**src/shared/hbp_pkg.sv**
```systemverilog
// Shared constants and types of the host bus and parallel port block
package hbp_pkg;

   //---------------------------------------------------------------
   // Widths
   //---------------------------------------------------------------
   localparam int DATA_W = 8;
   localparam int ADDR_W = 8;
   localparam int GP_W   = 4;

   //---------------------------------------------------------------
   // Register indices (byte address in demultiplexed mode)
   //---------------------------------------------------------------
   localparam logic [7:0] OFS_EXT_MODE   = 8'h00;
   localparam logic [7:0] OFS_PORT_DIR   = 8'h01;
   localparam logic [7:0] OFS_BIDIR_DATA = 8'h02;
   localparam logic [7:0] OFS_INPUT_PORT = 8'h03;

   //---------------------------------------------------------------
   // Field positions and reset values
   //---------------------------------------------------------------
   localparam int         EVEN_SEL_BIT   = 0;
   localparam logic [7:0] RST_EXT_MODE   = 8'h00;
   localparam logic [3:0] RST_PORT_DIR   = 4'h0;
   localparam logic [3:0] RST_BIDIR_DATA = 4'h0;

   //---------------------------------------------------------------
   // Timing counts
   //---------------------------------------------------------------
   // Cycles after reset before the latch enable level is trusted
   localparam logic [2:0] ALE_SETTLE_CYC = 3'h4;

   //---------------------------------------------------------------
   // Enumerations
   //---------------------------------------------------------------
   typedef enum logic [1:0] {
      HBP_MODE_DEMUX_DS,
      HBP_MODE_DEMUX_RDWR,
      HBP_MODE_MUX
   } hbp_mode_e;

   typedef enum logic [1:0] {
      HBP_PH_IDLE,
      HBP_PH_READ,
      HBP_PH_WRITE
   } hbp_phase_e;

endpackage

```
**src/core/hbp_mode_detect.sv**
```systemverilog
// Bus style detection from the address latch enable pin
`timescale 1ns/10ps
`default_nettype none

module hbp_mode_detect (
   input  wire logic         ref_clk_in,
   input  wire logic         reset_in,
   input  wire logic         ale_in,
   output hbp_pkg::hbp_mode_e mode_out,
   output logic              mode_valid_out,
   output logic              ale_fall_out
);

   typedef struct packed {
      logic       ale_s1;
      logic       ale_s2;
      logic       ale_d;
      logic       muxed;
      logic [2:0] cnt;
      logic       valid;
   } hbp_md_s;

   hbp_md_s st_reg;
   hbp_md_s st_next;

   //---------------------------------------------------------------
   // Detection
   //---------------------------------------------------------------
   // Any edge on the pin after the settle count means multiplexed mode; it stays until reset
   // because a strapped pin never toggles.
   always_comb begin
      st_next        = st_reg;
      st_next.ale_s1 = ale_in;
      st_next.ale_s2 = st_reg.ale_s1;
      st_next.ale_d  = st_reg.ale_s2;
      if (st_reg.cnt != hbp_pkg::ALE_SETTLE_CYC) begin
         st_next.cnt = st_reg.cnt + 3'h1;
      end else begin
         st_next.valid = 1'b1;
         if (st_reg.ale_s2 != st_reg.ale_d) begin
            st_next.muxed = 1'b1;
         end
      end
   end

   always_ff @(posedge ref_clk_in or posedge reset_in) begin
      if (reset_in) begin
         st_reg <= '0;
      end else begin
         st_reg <= st_next;
      end
   end

   always_comb begin
      if (st_reg.muxed) begin
         mode_out = hbp_pkg::HBP_MODE_MUX;
      end else if (st_reg.ale_s2) begin
         mode_out = hbp_pkg::HBP_MODE_DEMUX_DS;
      end else begin
         mode_out = hbp_pkg::HBP_MODE_DEMUX_RDWR;
      end
   end

   assign mode_valid_out = st_reg.valid;
   assign ale_fall_out   = st_reg.muxed & st_reg.ale_d & ~st_reg.ale_s2;
endmodule

`default_nettype wire

```
**src/core/hbp_gp_port.sv**
```systemverilog
// Four-bit general-purpose port with per-bit direction
`timescale 1ns/10ps
`default_nettype none

module hbp_gp_port #(
   parameter int GP_W = hbp_pkg::GP_W
) (
   input  wire logic            ref_clk_in,
   input  wire logic            reset_in,
   input  wire logic            wr_dir_in,
   input  wire logic            wr_data_in,
   input  wire logic [GP_W-1:0] wdata_in,
   input  wire logic [GP_W-1:0] pins_in,
   output logic      [GP_W-1:0] pins_out,
   output logic      [GP_W-1:0] pins_oe_out,
   output logic      [GP_W-1:0] dir_out,
   output logic      [GP_W-1:0] data_rd_out
);

   typedef struct packed {
      logic [GP_W-1:0] dir;
      logic [GP_W-1:0] latch;
      logic [GP_W-1:0] s1;
      logic [GP_W-1:0] s2;
   } hbp_gp_s;

   hbp_gp_s st_reg;
   hbp_gp_s st_next;

   always_comb begin
      st_next    = st_reg;
      st_next.s1 = pins_in;
      st_next.s2 = st_reg.s1;
      if (wr_dir_in) begin
         st_next.dir = wdata_in;
      end
      // The latch takes writes even on input bits, so a value can be
      // staged before the bit is turned round.
      if (wr_data_in) begin
         st_next.latch = wdata_in;
      end
   end

   always_ff @(posedge ref_clk_in or posedge reset_in) begin
      if (reset_in) begin
         st_reg <= {hbp_pkg::RST_PORT_DIR, hbp_pkg::RST_BIDIR_DATA,
                    {GP_W{1'b0}}, {GP_W{1'b0}}};
      end else begin
         st_reg <= st_next;
      end
   end

   assign pins_out    = st_reg.latch;
   assign pins_oe_out = st_reg.dir;
   assign dir_out     = st_reg.dir;
   // Input bits show the pin, output bits the driven value
   assign data_rd_out = (st_reg.dir & st_reg.latch) |
                        (~st_reg.dir & st_reg.s2);
endmodule

`default_nettype wire

```
**src/core/hbp_host_bus.sv**
```systemverilog
// Host microprocessor bus slave with parallel ports
`timescale 1ns/10ps
`default_nettype none

module hbp_host_bus (
   input  wire logic        ref_clk_in,
   input  wire logic        reset_in,
   input  wire logic        ale_in,
   input  wire logic        chip_select_group_a_n_in,
   input  wire logic        chip_select_group_b_n_in,
   input  wire logic        rd_data_strobe_n_in,
   input  wire logic        wr_or_rw_in,
   input  wire logic [7:0]  addr_port_pins_in,
   input  wire logic [7:0]  muxed_addr_data_bus_in,
   output logic      [7:0]  muxed_addr_data_bus_out,
   output logic      [7:0]  muxed_addr_data_bus_oe_out,
   input  wire logic [3:0]  gp_pins_in,
   output logic      [3:0]  gp_pins_out,
   output logic      [3:0]  gp_pins_oe_out,
   output logic             grp_b_rd_out,
   output logic             grp_b_wr_out,
   output logic      [7:0]  grp_b_addr_out,
   output logic      [7:0]  grp_b_wdata_out,
   input  wire logic [7:0]  grp_b_rdata_in
);

   typedef struct packed {
      logic [7:0]          addr_s1;
      logic [7:0]          addr_s2;
      logic [7:0]          ad_s1;
      logic [7:0]          ad_s2;
      logic                csa_s1;
      logic                csa_s2;
      logic                csb_s1;
      logic                csb_s2;
      logic                str_s1;
      logic                str_s2;
      logic                wrp_s1;
      logic                wrp_s2;
      logic [7:0]          addr_lat;
      hbp_pkg::hbp_phase_e phase;
      logic                grp_b;
      logic [7:0]          acc_addr;
      logic [7:0]          rdata;
      logic                drive;
      logic [7:0]          wdata;
      logic [7:0]          input_port_data_lat;
      logic [7:0]          ext_mode;
      logic                b_rd;
      logic                b_wr;
   } hbp_hb_s;

   hbp_hb_s            st_reg;
   hbp_hb_s            st_next;
   hbp_pkg::hbp_mode_e mode;
   logic               mode_valid;
   logic               ale_fall;
   logic               muxed;
   logic               read_act;
   logic               write_act;
   logic               cs_any;
   logic [7:0]         cur_addr;
   logic [8:0]         dec_now;
   logic [8:0]         dec_acc;
   logic               wr_dir;
   logic               wr_bidir;
   logic               commit;
   logic [3:0]         gp_dir;
   logic [3:0]         gp_rd;

   //---------------------------------------------------------------
   // Address decode and read data selection
   //---------------------------------------------------------------
   // Result is {hit, index}
   function automatic logic [8:0] decode_index(
      input logic [7:0] addr,
      input logic       mux_mode,
      input logic       even_sel
   );
      logic [8:0] res;
      res = {1'b1, addr};
      if (mux_mode && !even_sel) begin
         res = {~addr[0], 1'b0, addr[7:1]};
      end
      return res;
   endfunction

   function automatic logic [7:0] read_select(
      input logic [8:0] dec,
      input logic [7:0] ext,
      input logic [3:0] dir,
      input logic [3:0] bidir,
      input logic [7:0] input_port_data,
      input logic       mux_mode
   );
      logic [7:0] res;
      res = 8'h00;
      if (dec[8]) begin
         unique case (dec[7:0])
            hbp_pkg::OFS_EXT_MODE:   res = ext;
            hbp_pkg::OFS_PORT_DIR:   res = {4'h0, dir};
            hbp_pkg::OFS_BIDIR_DATA: res = {4'h0, bidir};
            hbp_pkg::OFS_INPUT_PORT: res = mux_mode ? input_port_data : 8'h00;
            default:                 res = 8'h00;
         endcase
      end
      return res;
   endfunction

   //---------------------------------------------------------------
   // Submodules
   //---------------------------------------------------------------
   hbp_mode_detect u_mode (
      .ref_clk_in     (ref_clk_in),
      .reset_in       (reset_in),
      .ale_in         (ale_in),
      .mode_out       (mode),
      .mode_valid_out (mode_valid),
      .ale_fall_out   (ale_fall)
   );

   hbp_gp_port #(
      .GP_W (4)
   ) u_gp (
      .ref_clk_in  (ref_clk_in),
      .reset_in    (reset_in),
      .wr_dir_in   (wr_dir),
      .wr_data_in  (wr_bidir),
      .wdata_in    (st_reg.wdata[3:0]),
      .pins_in     (gp_pins_in),
      .pins_out    (gp_pins_out),
      .pins_oe_out (gp_pins_oe_out),
      .dir_out     (gp_dir),
      .data_rd_out (gp_rd)
   );

   //---------------------------------------------------------------
   // Strobe interpretation
   //---------------------------------------------------------------
   assign muxed  = (mode == hbp_pkg::HBP_MODE_MUX);
   assign cs_any = ~st_reg.csa_s2 | ~st_reg.csb_s2;

   always_comb begin
      if (mode == hbp_pkg::HBP_MODE_DEMUX_DS) begin
         // Data strobe qualified by the read/write select
         read_act  = ~st_reg.str_s2 & st_reg.wrp_s2;
         write_act = ~st_reg.str_s2 & ~st_reg.wrp_s2;
      end else begin
         read_act  = ~st_reg.str_s2;
         write_act = ~st_reg.wrp_s2;
      end
      read_act  = read_act & cs_any & mode_valid;
      write_act = write_act & cs_any & mode_valid & ~read_act;
   end

   assign cur_addr = muxed ? st_reg.addr_lat : st_reg.addr_s2;
   assign dec_now  = decode_index(cur_addr, muxed,
                                  st_reg.ext_mode[hbp_pkg::EVEN_SEL_BIT]);
   assign dec_acc  = decode_index(st_reg.acc_addr, muxed,
                                  st_reg.ext_mode[hbp_pkg::EVEN_SEL_BIT]);

   //---------------------------------------------------------------
   // Access sequencing
   //---------------------------------------------------------------
   // Writes commit at the trailing strobe edge with the last data seen
   // while the strobe was active, so data may settle late in the cycle.
   always_comb begin
      st_next         = st_reg;
      st_next.addr_s1 = addr_port_pins_in;
      st_next.addr_s2 = st_reg.addr_s1;
      st_next.ad_s1   = muxed_addr_data_bus_in;
      st_next.ad_s2   = st_reg.ad_s1;
      st_next.csa_s1  = chip_select_group_a_n_in;
      st_next.csa_s2  = st_reg.csa_s1;
      st_next.csb_s1  = chip_select_group_b_n_in;
      st_next.csb_s2  = st_reg.csb_s1;
      st_next.str_s1  = rd_data_strobe_n_in;
      st_next.str_s2  = st_reg.str_s1;
      st_next.wrp_s1  = wr_or_rw_in;
      st_next.wrp_s2  = st_reg.wrp_s1;
      st_next.b_rd    = 1'b0;
      st_next.b_wr    = 1'b0;
      commit          = 1'b0;
      wr_dir          = 1'b0;
      wr_bidir        = 1'b0;
      if (ale_fall) begin
         st_next.addr_lat = st_reg.ad_s2;
      end
      unique case (st_reg.phase)
         hbp_pkg::HBP_PH_IDLE: begin
            st_next.acc_addr = cur_addr;
            st_next.grp_b    = st_reg.csa_s2; // group A wins a tie
            if (read_act) begin
               st_next.phase     = hbp_pkg::HBP_PH_READ;
               st_next.input_port_data_lat = st_reg.addr_s2;
               st_next.drive     = 1'b1;
               st_next.b_rd      = st_reg.csa_s2;
               st_next.rdata     = read_select(dec_now, st_reg.ext_mode,
                                      gp_dir, gp_rd, st_reg.addr_s2, muxed);
            end else if (write_act) begin
               st_next.phase = hbp_pkg::HBP_PH_WRITE;
               st_next.wdata = st_reg.ad_s2;
            end
         end
         hbp_pkg::HBP_PH_READ: begin
            if (st_reg.grp_b) begin
               st_next.rdata = grp_b_rdata_in;
            end else begin
               st_next.rdata = read_select(dec_acc, st_reg.ext_mode,
                                  gp_dir, gp_rd, st_reg.input_port_data_lat, muxed);
            end
            if (!read_act) begin
               st_next.phase = hbp_pkg::HBP_PH_IDLE;
               st_next.drive = 1'b0;
            end
         end
         hbp_pkg::HBP_PH_WRITE: begin
            if (write_act) begin
               st_next.wdata = st_reg.ad_s2;
            end else begin
               st_next.phase = hbp_pkg::HBP_PH_IDLE;
               commit        = 1'b1;
            end
         end
      endcase
      if (commit && st_reg.grp_b) begin
         st_next.b_wr = 1'b1;
      end else if (commit && dec_acc[8]) begin
         unique case (dec_acc[7:0])
            hbp_pkg::OFS_EXT_MODE:   st_next.ext_mode = st_reg.wdata;
            hbp_pkg::OFS_PORT_DIR:   wr_dir = 1'b1;
            hbp_pkg::OFS_BIDIR_DATA: wr_bidir = 1'b1;
            default: ; // Input port and holes take no write
         endcase
      end
   end

   always_ff @(posedge ref_clk_in or posedge reset_in) begin
      if (reset_in) begin
         st_reg          <= '0;
         st_reg.csa_s1   <= 1'b1;
         st_reg.csa_s2   <= 1'b1;
         st_reg.csb_s1   <= 1'b1;
         st_reg.csb_s2   <= 1'b1;
         st_reg.str_s1   <= 1'b1;
         st_reg.str_s2   <= 1'b1;
         st_reg.wrp_s1   <= 1'b1;
         st_reg.wrp_s2   <= 1'b1;
         st_reg.phase    <= hbp_pkg::HBP_PH_IDLE;
         st_reg.ext_mode <= hbp_pkg::RST_EXT_MODE;
      end else begin
         st_reg <= st_next;
      end
   end

   //---------------------------------------------------------------
   // Outputs
   //---------------------------------------------------------------
   assign muxed_addr_data_bus_out    = st_reg.rdata;
   assign muxed_addr_data_bus_oe_out = {8{st_reg.drive}};
   assign grp_b_rd_out               = st_reg.b_rd;
   assign grp_b_wr_out               = st_reg.b_wr;
   assign grp_b_addr_out             = st_reg.acc_addr;
   assign grp_b_wdata_out            = st_reg.wdata;
endmodule

`default_nettype wire

```
**config.mk**
```make
export PLATFORM = sky130hd
export DESIGN_NAME = hbp_host_bus
export DESIGN_NICKNAME = d
export VERILOG_FILES = /design/src/shared/hbp_pkg.sv /design/src/core/hbp_mode_detect.sv /design/src/core/hbp_gp_port.sv /design/src/core/hbp_host_bus.sv
export SDC_FILE = /design/constraint.sdc
export NUM_CORES = 1
export LEC_CHECK = 0
export BUFFER_PORTS_ARGS = -buffer_cell sky130_fd_sc_hd__buf_2
export CAP_MARGIN = 5
export CORE_MARGIN = 3
export CORE_UTILIZATION = 40
export CTS_BUF_LIST = sky130_fd_sc_hd__clkbuf_2
export CTS_CLUSTER_SIZE = 10
export DETAILED_ROUTE_END_ITERATION = 8
export PLACE_DENSITY = 0.67
export SETUP_SLACK_MARGIN = 0.4
export SLEW_MARGIN = 10
export SYNTH_ARGS = -nofsm -noshare
export SYNTH_HDL_FRONTEND = slang
export SYNTH_HIERARCHICAL = 1
export SYNTH_SLANG_ARGS = --single-unit
```
**constraint.sdc**
```tcl
create_clock -name ref_clk_in -period 4.39 [get_ports ref_clk_in]
set_input_delay 0.439 -clock ref_clk_in [delete_from_list [all_inputs] [get_ports ref_clk_in]]
set_output_delay 0.439 -clock ref_clk_in [all_outputs]
set_load 0.05 [all_outputs]
```
## Word-level counts from Yosys, hierarchy flattened

Cells that the tools add are included.

- Input bits: 35
- Flip-flop bits (word level): 118

- Muxes and demuxes: 36
- Bitwise operators: 24
- Equality and inequality tests: 16
- Reduce and logical (&&, ||, !) cells: 17
- Add/sub/neg operators: 1

Operator list:

| operator | number |
|---|---|
| 8-bit two-way mux | 8 |
| 8-bit case mux with 4 select lines | 2 |
| 8-bit by 2-bit equality test with 1-bit output, second input constant | 4 |
| 9-bit two-way mux | 3 |
| 9-bit case mux with 2 select lines | 1 |
| 8-bit by 1-bit equality test with 1-bit output, second input constant | 2 |
| 8-bit zero test | 2 |
| 8-bit case mux with 2 select lines | 1 |
| 1-bit two-way mux | 15 |
| 2-bit two-way mux | 5 |
| 1-bit inverter | 10 |
| 1-bit AND | 9 |
| 3-bit AND reduction | 3 |
| 4-bit AND | 2 |
| 2-bit inequality test, second input constant | 4 |
| 2-bit AND reduction | 4 |
| 3-bit inequality test, second input constant | 2 |
| 2-bit case mux with 3 select lines | 1 |
| 2-bit equality test, second input constant | 2 |
| 2-bit zero test | 2 |
| 4-bit inverter | 1 |
| 4-bit OR | 1 |
| 2-bit nonzero test | 2 |
| 3-bit by 1-bit adder with 3-bit output, second input constant | 1 |
| other kinds (5) | 7 |

## Longest topological paths before layout

Gate-level depths: netlist of the first run.

- Depth in word-level cells: 13
- Depth in mapped cells: 9
- Depth with buffers taken out: 8

## Hierarchy

Netlist of the first run, hierarchy kept.

By module, submodules not included:

| module | area each (µm²) | cells an instance | instances | sequential area each (µm²) |
|---|---|---|---|---|
| hbp_host_bus | 4215.3 | 357 | 1 | 2362.3 |
| hbp_gp_port | 629.4 | 41 | 1 | 400.4 |
| hbp_mode_detect | 324.1 | 26 | 1 | 200.2 |

## Worst setup path after synthesis of the first run

Ideal clock, no wire load.

- Kind: reg-to-reg
- Start: register st_reg, in the netlist grp_b_addr_out[3]
- End: register u_gp.st_reg, in the netlist u_gp/dir_out[0]
- Stages on the path, launching flop included: 7
- Required time: 4262 ps
- Period minus slack after synthesis: 2257 ps
- Setup slack: 2133 ps
- Arrival time: 2129 ps
- Path buffers: 1
- Cells stage by stage: dfrtp_1 > or4_1 > or2_0 > buf_6 > a211oi_2 > nor2b_1 > mux2_1

- Longest elaborated chain between the ends: 5

Ends and longest elaborated chain:

| what | line | RTL |
|---|---|---|
| start, declared | hbp_host_bus.sv:53 | `hbp_hb_s st_reg;` |
| start signal, assigned | hbp_host_bus.sv:252 | `st_reg <= st_next;` |
| 9-bit two-way mux | hbp_host_bus.sv:82 | `if (mux_mode && !even_sel) begin` |
| 8-bit by 1-bit equality test with 1-bit output | hbp_host_bus.sv:229 | `unique case (dec_acc[7:0])` |
| 1-bit two-way mux | hbp_host_bus.sv:229 |  |
| 1-bit two-way mux | hbp_host_bus.sv:228 | `end else if (commit && dec_acc[8]) begin` |
| 1-bit two-way mux | hbp_host_bus.sv:226 | `if (commit && st_reg.grp_b) begin` |
| named net wr_dir | hbp_host_bus.sv:65 | `logic wr_dir;` |
| end signal, assigned | hbp_gp_port.sv:46 | `st_reg <= {hbp_pkg::RST_PORT_DIR, hbp_pkg::RST_BIDIR_DATA,` |
| end signal, assigned | hbp_gp_port.sv:49 | `st_reg <= st_next;` |
| end, declared | hbp_gp_port.sv:27 | `hbp_gp_s st_reg;` |

The timed path passes the listed nets, and every way through them passes these cells.
A chain may end at the register's enable or synchronous reset.

## Worst setup path in the final report of the first run

- Start: register u_mode/st_reg[4] in the netlist's numbering
- End: register st_reg, in the netlist muxed_addr_data_bus_out[1]

- Longest elaborated chain between the ends: 9
- Elaborated cells on any way between the ends: 30
- Classes of those cells: eq/ne: 8; mux: 14; bitwise: 3; reduce/logical: 5

Ends and longest elaborated chain:

| what | line | RTL |
|---|---|---|
| start, declared | hbp_mode_detect.sv:23 | `hbp_md_s st_reg;` |
| start signal, assigned | hbp_mode_detect.sv:50 | `st_reg <= st_next;` |
| 2-bit two-way mux (*) | hbp_mode_detect.sv:55 | `if (st_reg.muxed) begin` |
| named net mode[0] | hbp_host_bus.sv:55 | `hbp_pkg::hbp_mode_e mode;` |
| 2-bit equality test | hbp_host_bus.sv:140 | `assign muxed = (mode == hbp_pkg::HBP_MODE_MUX);` |
| 8-bit two-way mux / 1-bit logical AND (equally long branches) | hbp_host_bus.sv:156, hbp_host_bus.sv:82 |  |
| 9-bit two-way mux | hbp_host_bus.sv:82 |  |
| 8-bit by 2-bit equality test with 1-bit output (tied with other cells) | hbp_host_bus.sv:99 | `unique case (dec[7:0])` |
| 8-bit case mux with 4 select lines | hbp_host_bus.sv:99 |  |
| 8-bit two-way mux | hbp_host_bus.sv:98 | `if (dec[8]) begin` |
| 9-bit two-way mux / 8-bit two-way mux (equally long branches) | hbp_host_bus.sv:193, hbp_host_bus.sv:206 |  |
| 9-bit case mux with 2 select lines | hbp_host_bus.sv:189 | `unique case (st_reg.phase)` |

The timed path passes the listed nets; every way through them passes the cells marked *. The select of a mux whose other input is x is not followed.

==> metrics.cfg, run 1 <==
[global_route]
grt_pass1_wl_um=18700
grt-ovfl-total=0
antenna_found_initial=0
grt_util_all_layers_pct=17.0
grt_max_degree=57
grt_pass1_vias=3562

[hold_path]
worstHoldPathType=input pin to register
holdPathStages=4
holdPathEnd=muxed_addr_data_bus_out[4]
min-delay-start=grp_b_rdata_in[4]

[timing]
period_needed_ps=2970
maxSlewHeadroom_pct=35.3
rsz0062_at_grt=no
postLayoutSetupSlackWorst_ps=1420
hold_viol_final=0
finalClockSkew_ps=30.1
finalCritPeriodShare_pct=67.6
setup_violations=0
timing.fmax_mhz=337
final_max_slew_viol_count=0
tns_ps=0
worst_pin_slew_ps=971

[setup_path]
timing.rr.end=muxed_addr_data_bus_out[1]
worstReg2RegStart=u_mode/st_reg[4]
required_ps=4960
rr_worst_depth=6
worstPathMaxFanout=12
slowest_stage=nor2_1
crit_path_end_kind=register
critPathKind=register to register
crit_chain=nor2_1 -> nor3_1 -> or3_1 -> nor2_1 -> a21oi_1 -> a221o_1
arrival_ps=3540
critPathLaunchType=register
reg2reg_slack_ps=1420
cp_common_cell=nor2_1
slowest_delay_ps=660

[layout]
finalCoreUtilization_pct=48.4
design_area_um2=5960
fillers=1129
areaGrowthSynthToFinish_pct=15.3
drive_gt1_share_pct=33.5
largest_reg_flops=47
final_nets=528
diodes=0

[floorplan]
die_h_um=120
die_w_um=120
start_util_pct=42.0
die_area_um2=14300
rows=40
core_um2=12300
io_pins=77

[clock_tree]
max-clock-path-buffers=2
postCtsSetupBuffers=0
insertion_delay_ps=680
clock_sinks=118
cts_buffers=17
cts-root-buf=clkbuf_2
path_clk_slew_ps=180
cts_tree=built
h-tree-depth=4
cts_resized=0
cts_hold_buf=26

[drt]
finalWirelength_um=11400
wire_per_inst_um=17.0
drtAntennaViolNets=0
drc=0
drt_iter0_drc=274
dr.pass1.iters=5
vias=3397
vias_per_cell=5.08

[logic_synthesis]
synthTopCellsByArea=dfrtp_1, mux2_2, buf_4
async_flop_share_pct=100
synth_area_per_cell_um2=12.2
synth_top_cell_by_area=dfrtp_1
yosys.area.top_type_share_pct=53.3
syn_inst=424
synth_edf_count=0
synth_fp_nets=464
synthTopCellsByCount=dfrtp_1, buf_4, mux2_2
netlist_area_um2=5170
yosys_register_bits=118
synth_ff_type=dfrtp_1
ys_warn_count=6
synth.most_common_cell=dfrtp_1
synth_cell_types=59
ys_seq_area_share_pct=57.3

[placed_design]
post-dp-hpwl_um=8240
gp_congestion=0.925
numPortBuffers=76
place_ws_ps=1450
placed_area_um2=5370

[power]
powerDensity_nw_per_um2=607
finalPower_mw=3.62
p_leak_nw=2.73
peakVddDrop_mv=0.375

[job]
drv_cap=0

[outcome]
status=finished clean

cell usage in the layout, fill, tap and decap left out, types with 3 or more instances in the layout:
cell type	count
a211o_2	3
a211oi_1	4
a21oi_1	8
a221o_1	3
a22oi_1	11
a31oi_1	8
a32oi_1	4
and3_1	3
buf_2	76
bufinv_16	6
clkbuf_2	18
clkinvlp_4	3
dfrtp_1	110
dfstp_2	8
dlygate4sd3_1	26
ha_1	5
inv_1	12
inv_6	4
mux2_1	11
mux2_2	36
mux2i_1	6
nand2_1	30
nand2b_1	3
nand3_1	9
nor2_1	26
nor2b_1	6
nor3_1	4
o211ai_1	3
o21ai_0	12
power breakdown:
group / switching [mW] / leakage, nW / total, mW / internal (mW)
sequential: 0.213 / 1.42 / 1.50 / 1.28
combinational: 0.838 / 1.13 / 1.19 / 0.350
clock: 0.433 / 0.182 / 0.931 / 0.499
total: 1.48 / 2.73 / 3.62 / 2.13
worst max-delay path: cells and delay by family, from the launching register on:
| family | cells | cell delay [ps] |
|---|---|---|
| AND/OR/NAND/NOR | 4 | 1520 |
| AO/OA/AOI/OAI | 2 | 850 |
| flip-flops | 1 | 500 |
stage by stage:
step,std cells,hold WS [ps]
finish,669,201
global route,669,124
CTS,669,136
detailed placement,611,335
global placement,611,332
floorplan,424,255
final cells by class:
cell class                      instances  area (um2)  area share, %
Tap cell                              168         210           3.53
Multi-Input combinational cell        234        1750           29.3
Clock buffer                           18        90.1           1.51
Inverter                               13        50.0          0.839
Clock inverter                         14         246           4.13
Sequential cell                       118        2960           49.7
Timing Repair Buffer                  104         656           11.0
kinds of logic (layout without fill, tap and decap cells):
group	after synthesis	after routing	synth area share, %
flip-flops	118	118	57.3
AND/OR/NAND/NOR	96	96	9.27
AO/OA/AOI/OAI	76	76	10.8
buffers and inverters	72	149	8.88
multiplexers	55	55	12.1
adder cells (fa/ha/maj)	5	5	1.21
XOR/XNOR	2	2	0.339
layer usage:
layer	global-route usage, %	routed length (um)	vias up
met5	0	0	-
met4	7.52	234	0
met3	5.33	673	18
met2	27.9	5680	139
met1	20.7	4800	1656
li1	-	-	1584
how the worst max path moves through the flow:
| stage | start | end | cells past startpoint |
|---|---|---|---|
| final | u_mode/st_reg[4] | muxed_addr_data_bus_out[1] | 6 |
| after global routing | u_mode/st_reg[4] | muxed_addr_data_bus_out[5] | 6 |
| after CTS | u_mode/st_reg[4] | muxed_addr_data_bus_out[7] | 6 |
| after detailed placement | u_mode/st_reg[4] | muxed_addr_data_bus_out[2] | 6 |
| after global placement | u_mode/st_reg[4] | muxed_addr_data_bus_out[1] | 6 |
| after floorplan | reset_in | grp_b_addr_out[0] | 1 |
No activity file was read; power rests on OpenSTA's default activity.
==> run 2, diff against run 1 <==
Settings changed: PLACE_DENSITY 0.67 to 0.7.
Clock period 4.39 ns to 2.4 ns, I/O delays scaled along.
==> run 2 against run 1 <==
First-iteration DRC count down 3.6%. Combinational power up 120%. Worst setup slack worse by 1200 ps. Sequential power up 80%. Cell count up 7.0%. Register-to-register slack worse by 1200 ps. Non-clock buffer count up 48. Core utilization up 5.1 points. Worst hold slack worse by 130 ps. Sequential cell count unchanged. Design area up 10%. Largest power group unchanged.
==> metrics.cfg, run 2 (synthesized netlist as in run 1, its figures left out) <==
[drt]
finalWirelength_um=12400
dr.pass1.iters=5
drt_iter0_drc=264
drc=0
vias=3684
wire_per_inst_um=17.3
vias_per_cell=5.15
drtAntennaViolNets=0

[placed_design]
gp_congestion=0.924
placed_area_um2=5570
numPortBuffers=76
post-dp-hpwl_um=8340
place_ws_ps=135

[job]
drv_cap=0

[clock_tree]
insertion_delay_ps=690
path_clk_slew_ps=180
cts_buffers=17
cts-root-buf=clkbuf_2
max-clock-path-buffers=2
h-tree-depth=4
cts_tree=built
clock_sinks=118

[setup_path]
slowest_delay_ps=540
worstPathMaxFanout=4
critPathKind=register to register
required_ps=2980
crit_family=simple AND/OR/NAND/NOR gates
worstReg2RegStart=grp_b_addr_out[3]
critPathLaunchType=register
slowest_stage=or4_4
cp-startpoint=grp_b_addr_out[3]
crit_path_end_kind=register
cp_num_buf_inv=0
arrival_ps=2750
crit_chain=or4_4 -> or2_4 -> a211oi_4 -> nor2b_4 -> mux2_4

[layout]
fillers=1072
largest_reg_flops=47
drive_gt1_share_pct=44.9
design_area_um2=6590
areaGrowthSynthToFinish_pct=27.4
final_nets=576
diodes=0
final_cell_mix=dfrtp_1, buf_2, buf_4, dlygate4sd3_1, nand2_1
final_common_cell=dfrtp_1

[timing]
finalCritPeriodShare_pct=90.4
period_needed_ps=2170
timing.fmax_mhz=461
maxSlewHeadroom_pct=60.4
setup_violations=0
rsz0062_at_grt=yes
hold_viol_final=0
worst_pin_slew_ps=593
tns_ps=0
finalClockSkew_ps=46.5
postLayoutSetupSlackWorst_ps=231
final_max_slew_viol_count=0

[floorplan]
start_util_pct=42.0
io_pins=77
die_area_um2=14300
core_um2=12300
die_w_um=120
die_h_um=120
rows=40

[power]
p_leak_nw=3.09
peakVddDrop_mv=0.420
powerDensity_nw_per_um2=1010
finalPower_mw=6.68

[global_route]
grt_pass1_wl_um=19300
antenna_found_initial=0
grt_pass1_vias=3670
grt-ovfl-total=0
grt_max_degree=47
grt_util_all_layers_pct=17.4

[hold_path]
worstHoldPathType=input pin to async pin

[outcome]
status=finished clean

-- run 2: final timing paths --
path	to	slack, ps	depth (start not counted)
max	u_gp/dir_out[0]	230	5
min	u_mode/st_reg[1]	70	3
max reg2reg	u_gp/dir_out[0]	230	5
min reg2reg	st_reg[58]	340	0
max in group asynchronous	st_reg[13]	1510	4
min in group ref_clk_in	muxed_addr_data_bus_out[2]	70	4
-- run 2: worst min-delay path: cells and delay by family --
kind | cells | cell delay (ps)
buffers and inverters | 3 | 930
-- run 2: power breakdown --
group | internal (mW) | switching, mW
logic | 0.933 | 1.71
clock network | 0.575 | 0.757
registers | 2.35 | 0.347
-- run 2: final cells by class --
class | instances | area (um2) | share of cell area [%]
Sequential cell | 118 | 2970 | 45.1
Multi-Input combinational cell | 234 | 2020 | 30.7
Timing Repair Buffer | 152 | 1080 | 16.5
Tap cell | 168 | 210 | 3.19
Clock inverter | 13 | 159 | 2.41
Clock buffer | 18 | 90.1 | 1.37
Inverter | 13 | 52.6 | 0.798
-- run 2: timing repair --
action	in CTS	in global routing
endpoints found under the setup margin	37	40
gates resized for setup	34	47
pin swaps	5	14
hold buffers	31	0
endpoints found under the hold margin	79	0
cloned	0	1
buffers inserted	9	12
-- run 2: per-stage QoR --
step                instances  hold WS, ps  util [%]
floorplan                 424         55.7         -
detailed placement        632          259      45.2
global placement          632          255      45.2
CTS                       703         31.5      51.3
finish                    716         68.2      53.5
global route              716         47.5      53.5
-- run 2: layer usage --
| metal | GRT usage [%] | share of wire (%) | vias up |
|---|---|---|---|
| met5 | 0 | 0 | - |
| met4 | 6.66 | 2.4 | 0 |
| met3 | 5.42 | 6.3 | 23 |
| met2 | 27.7 | 49 | 133 |
| met1 | 22.3 | 43 | 1853 |
| li1 | - | - | 1675 |
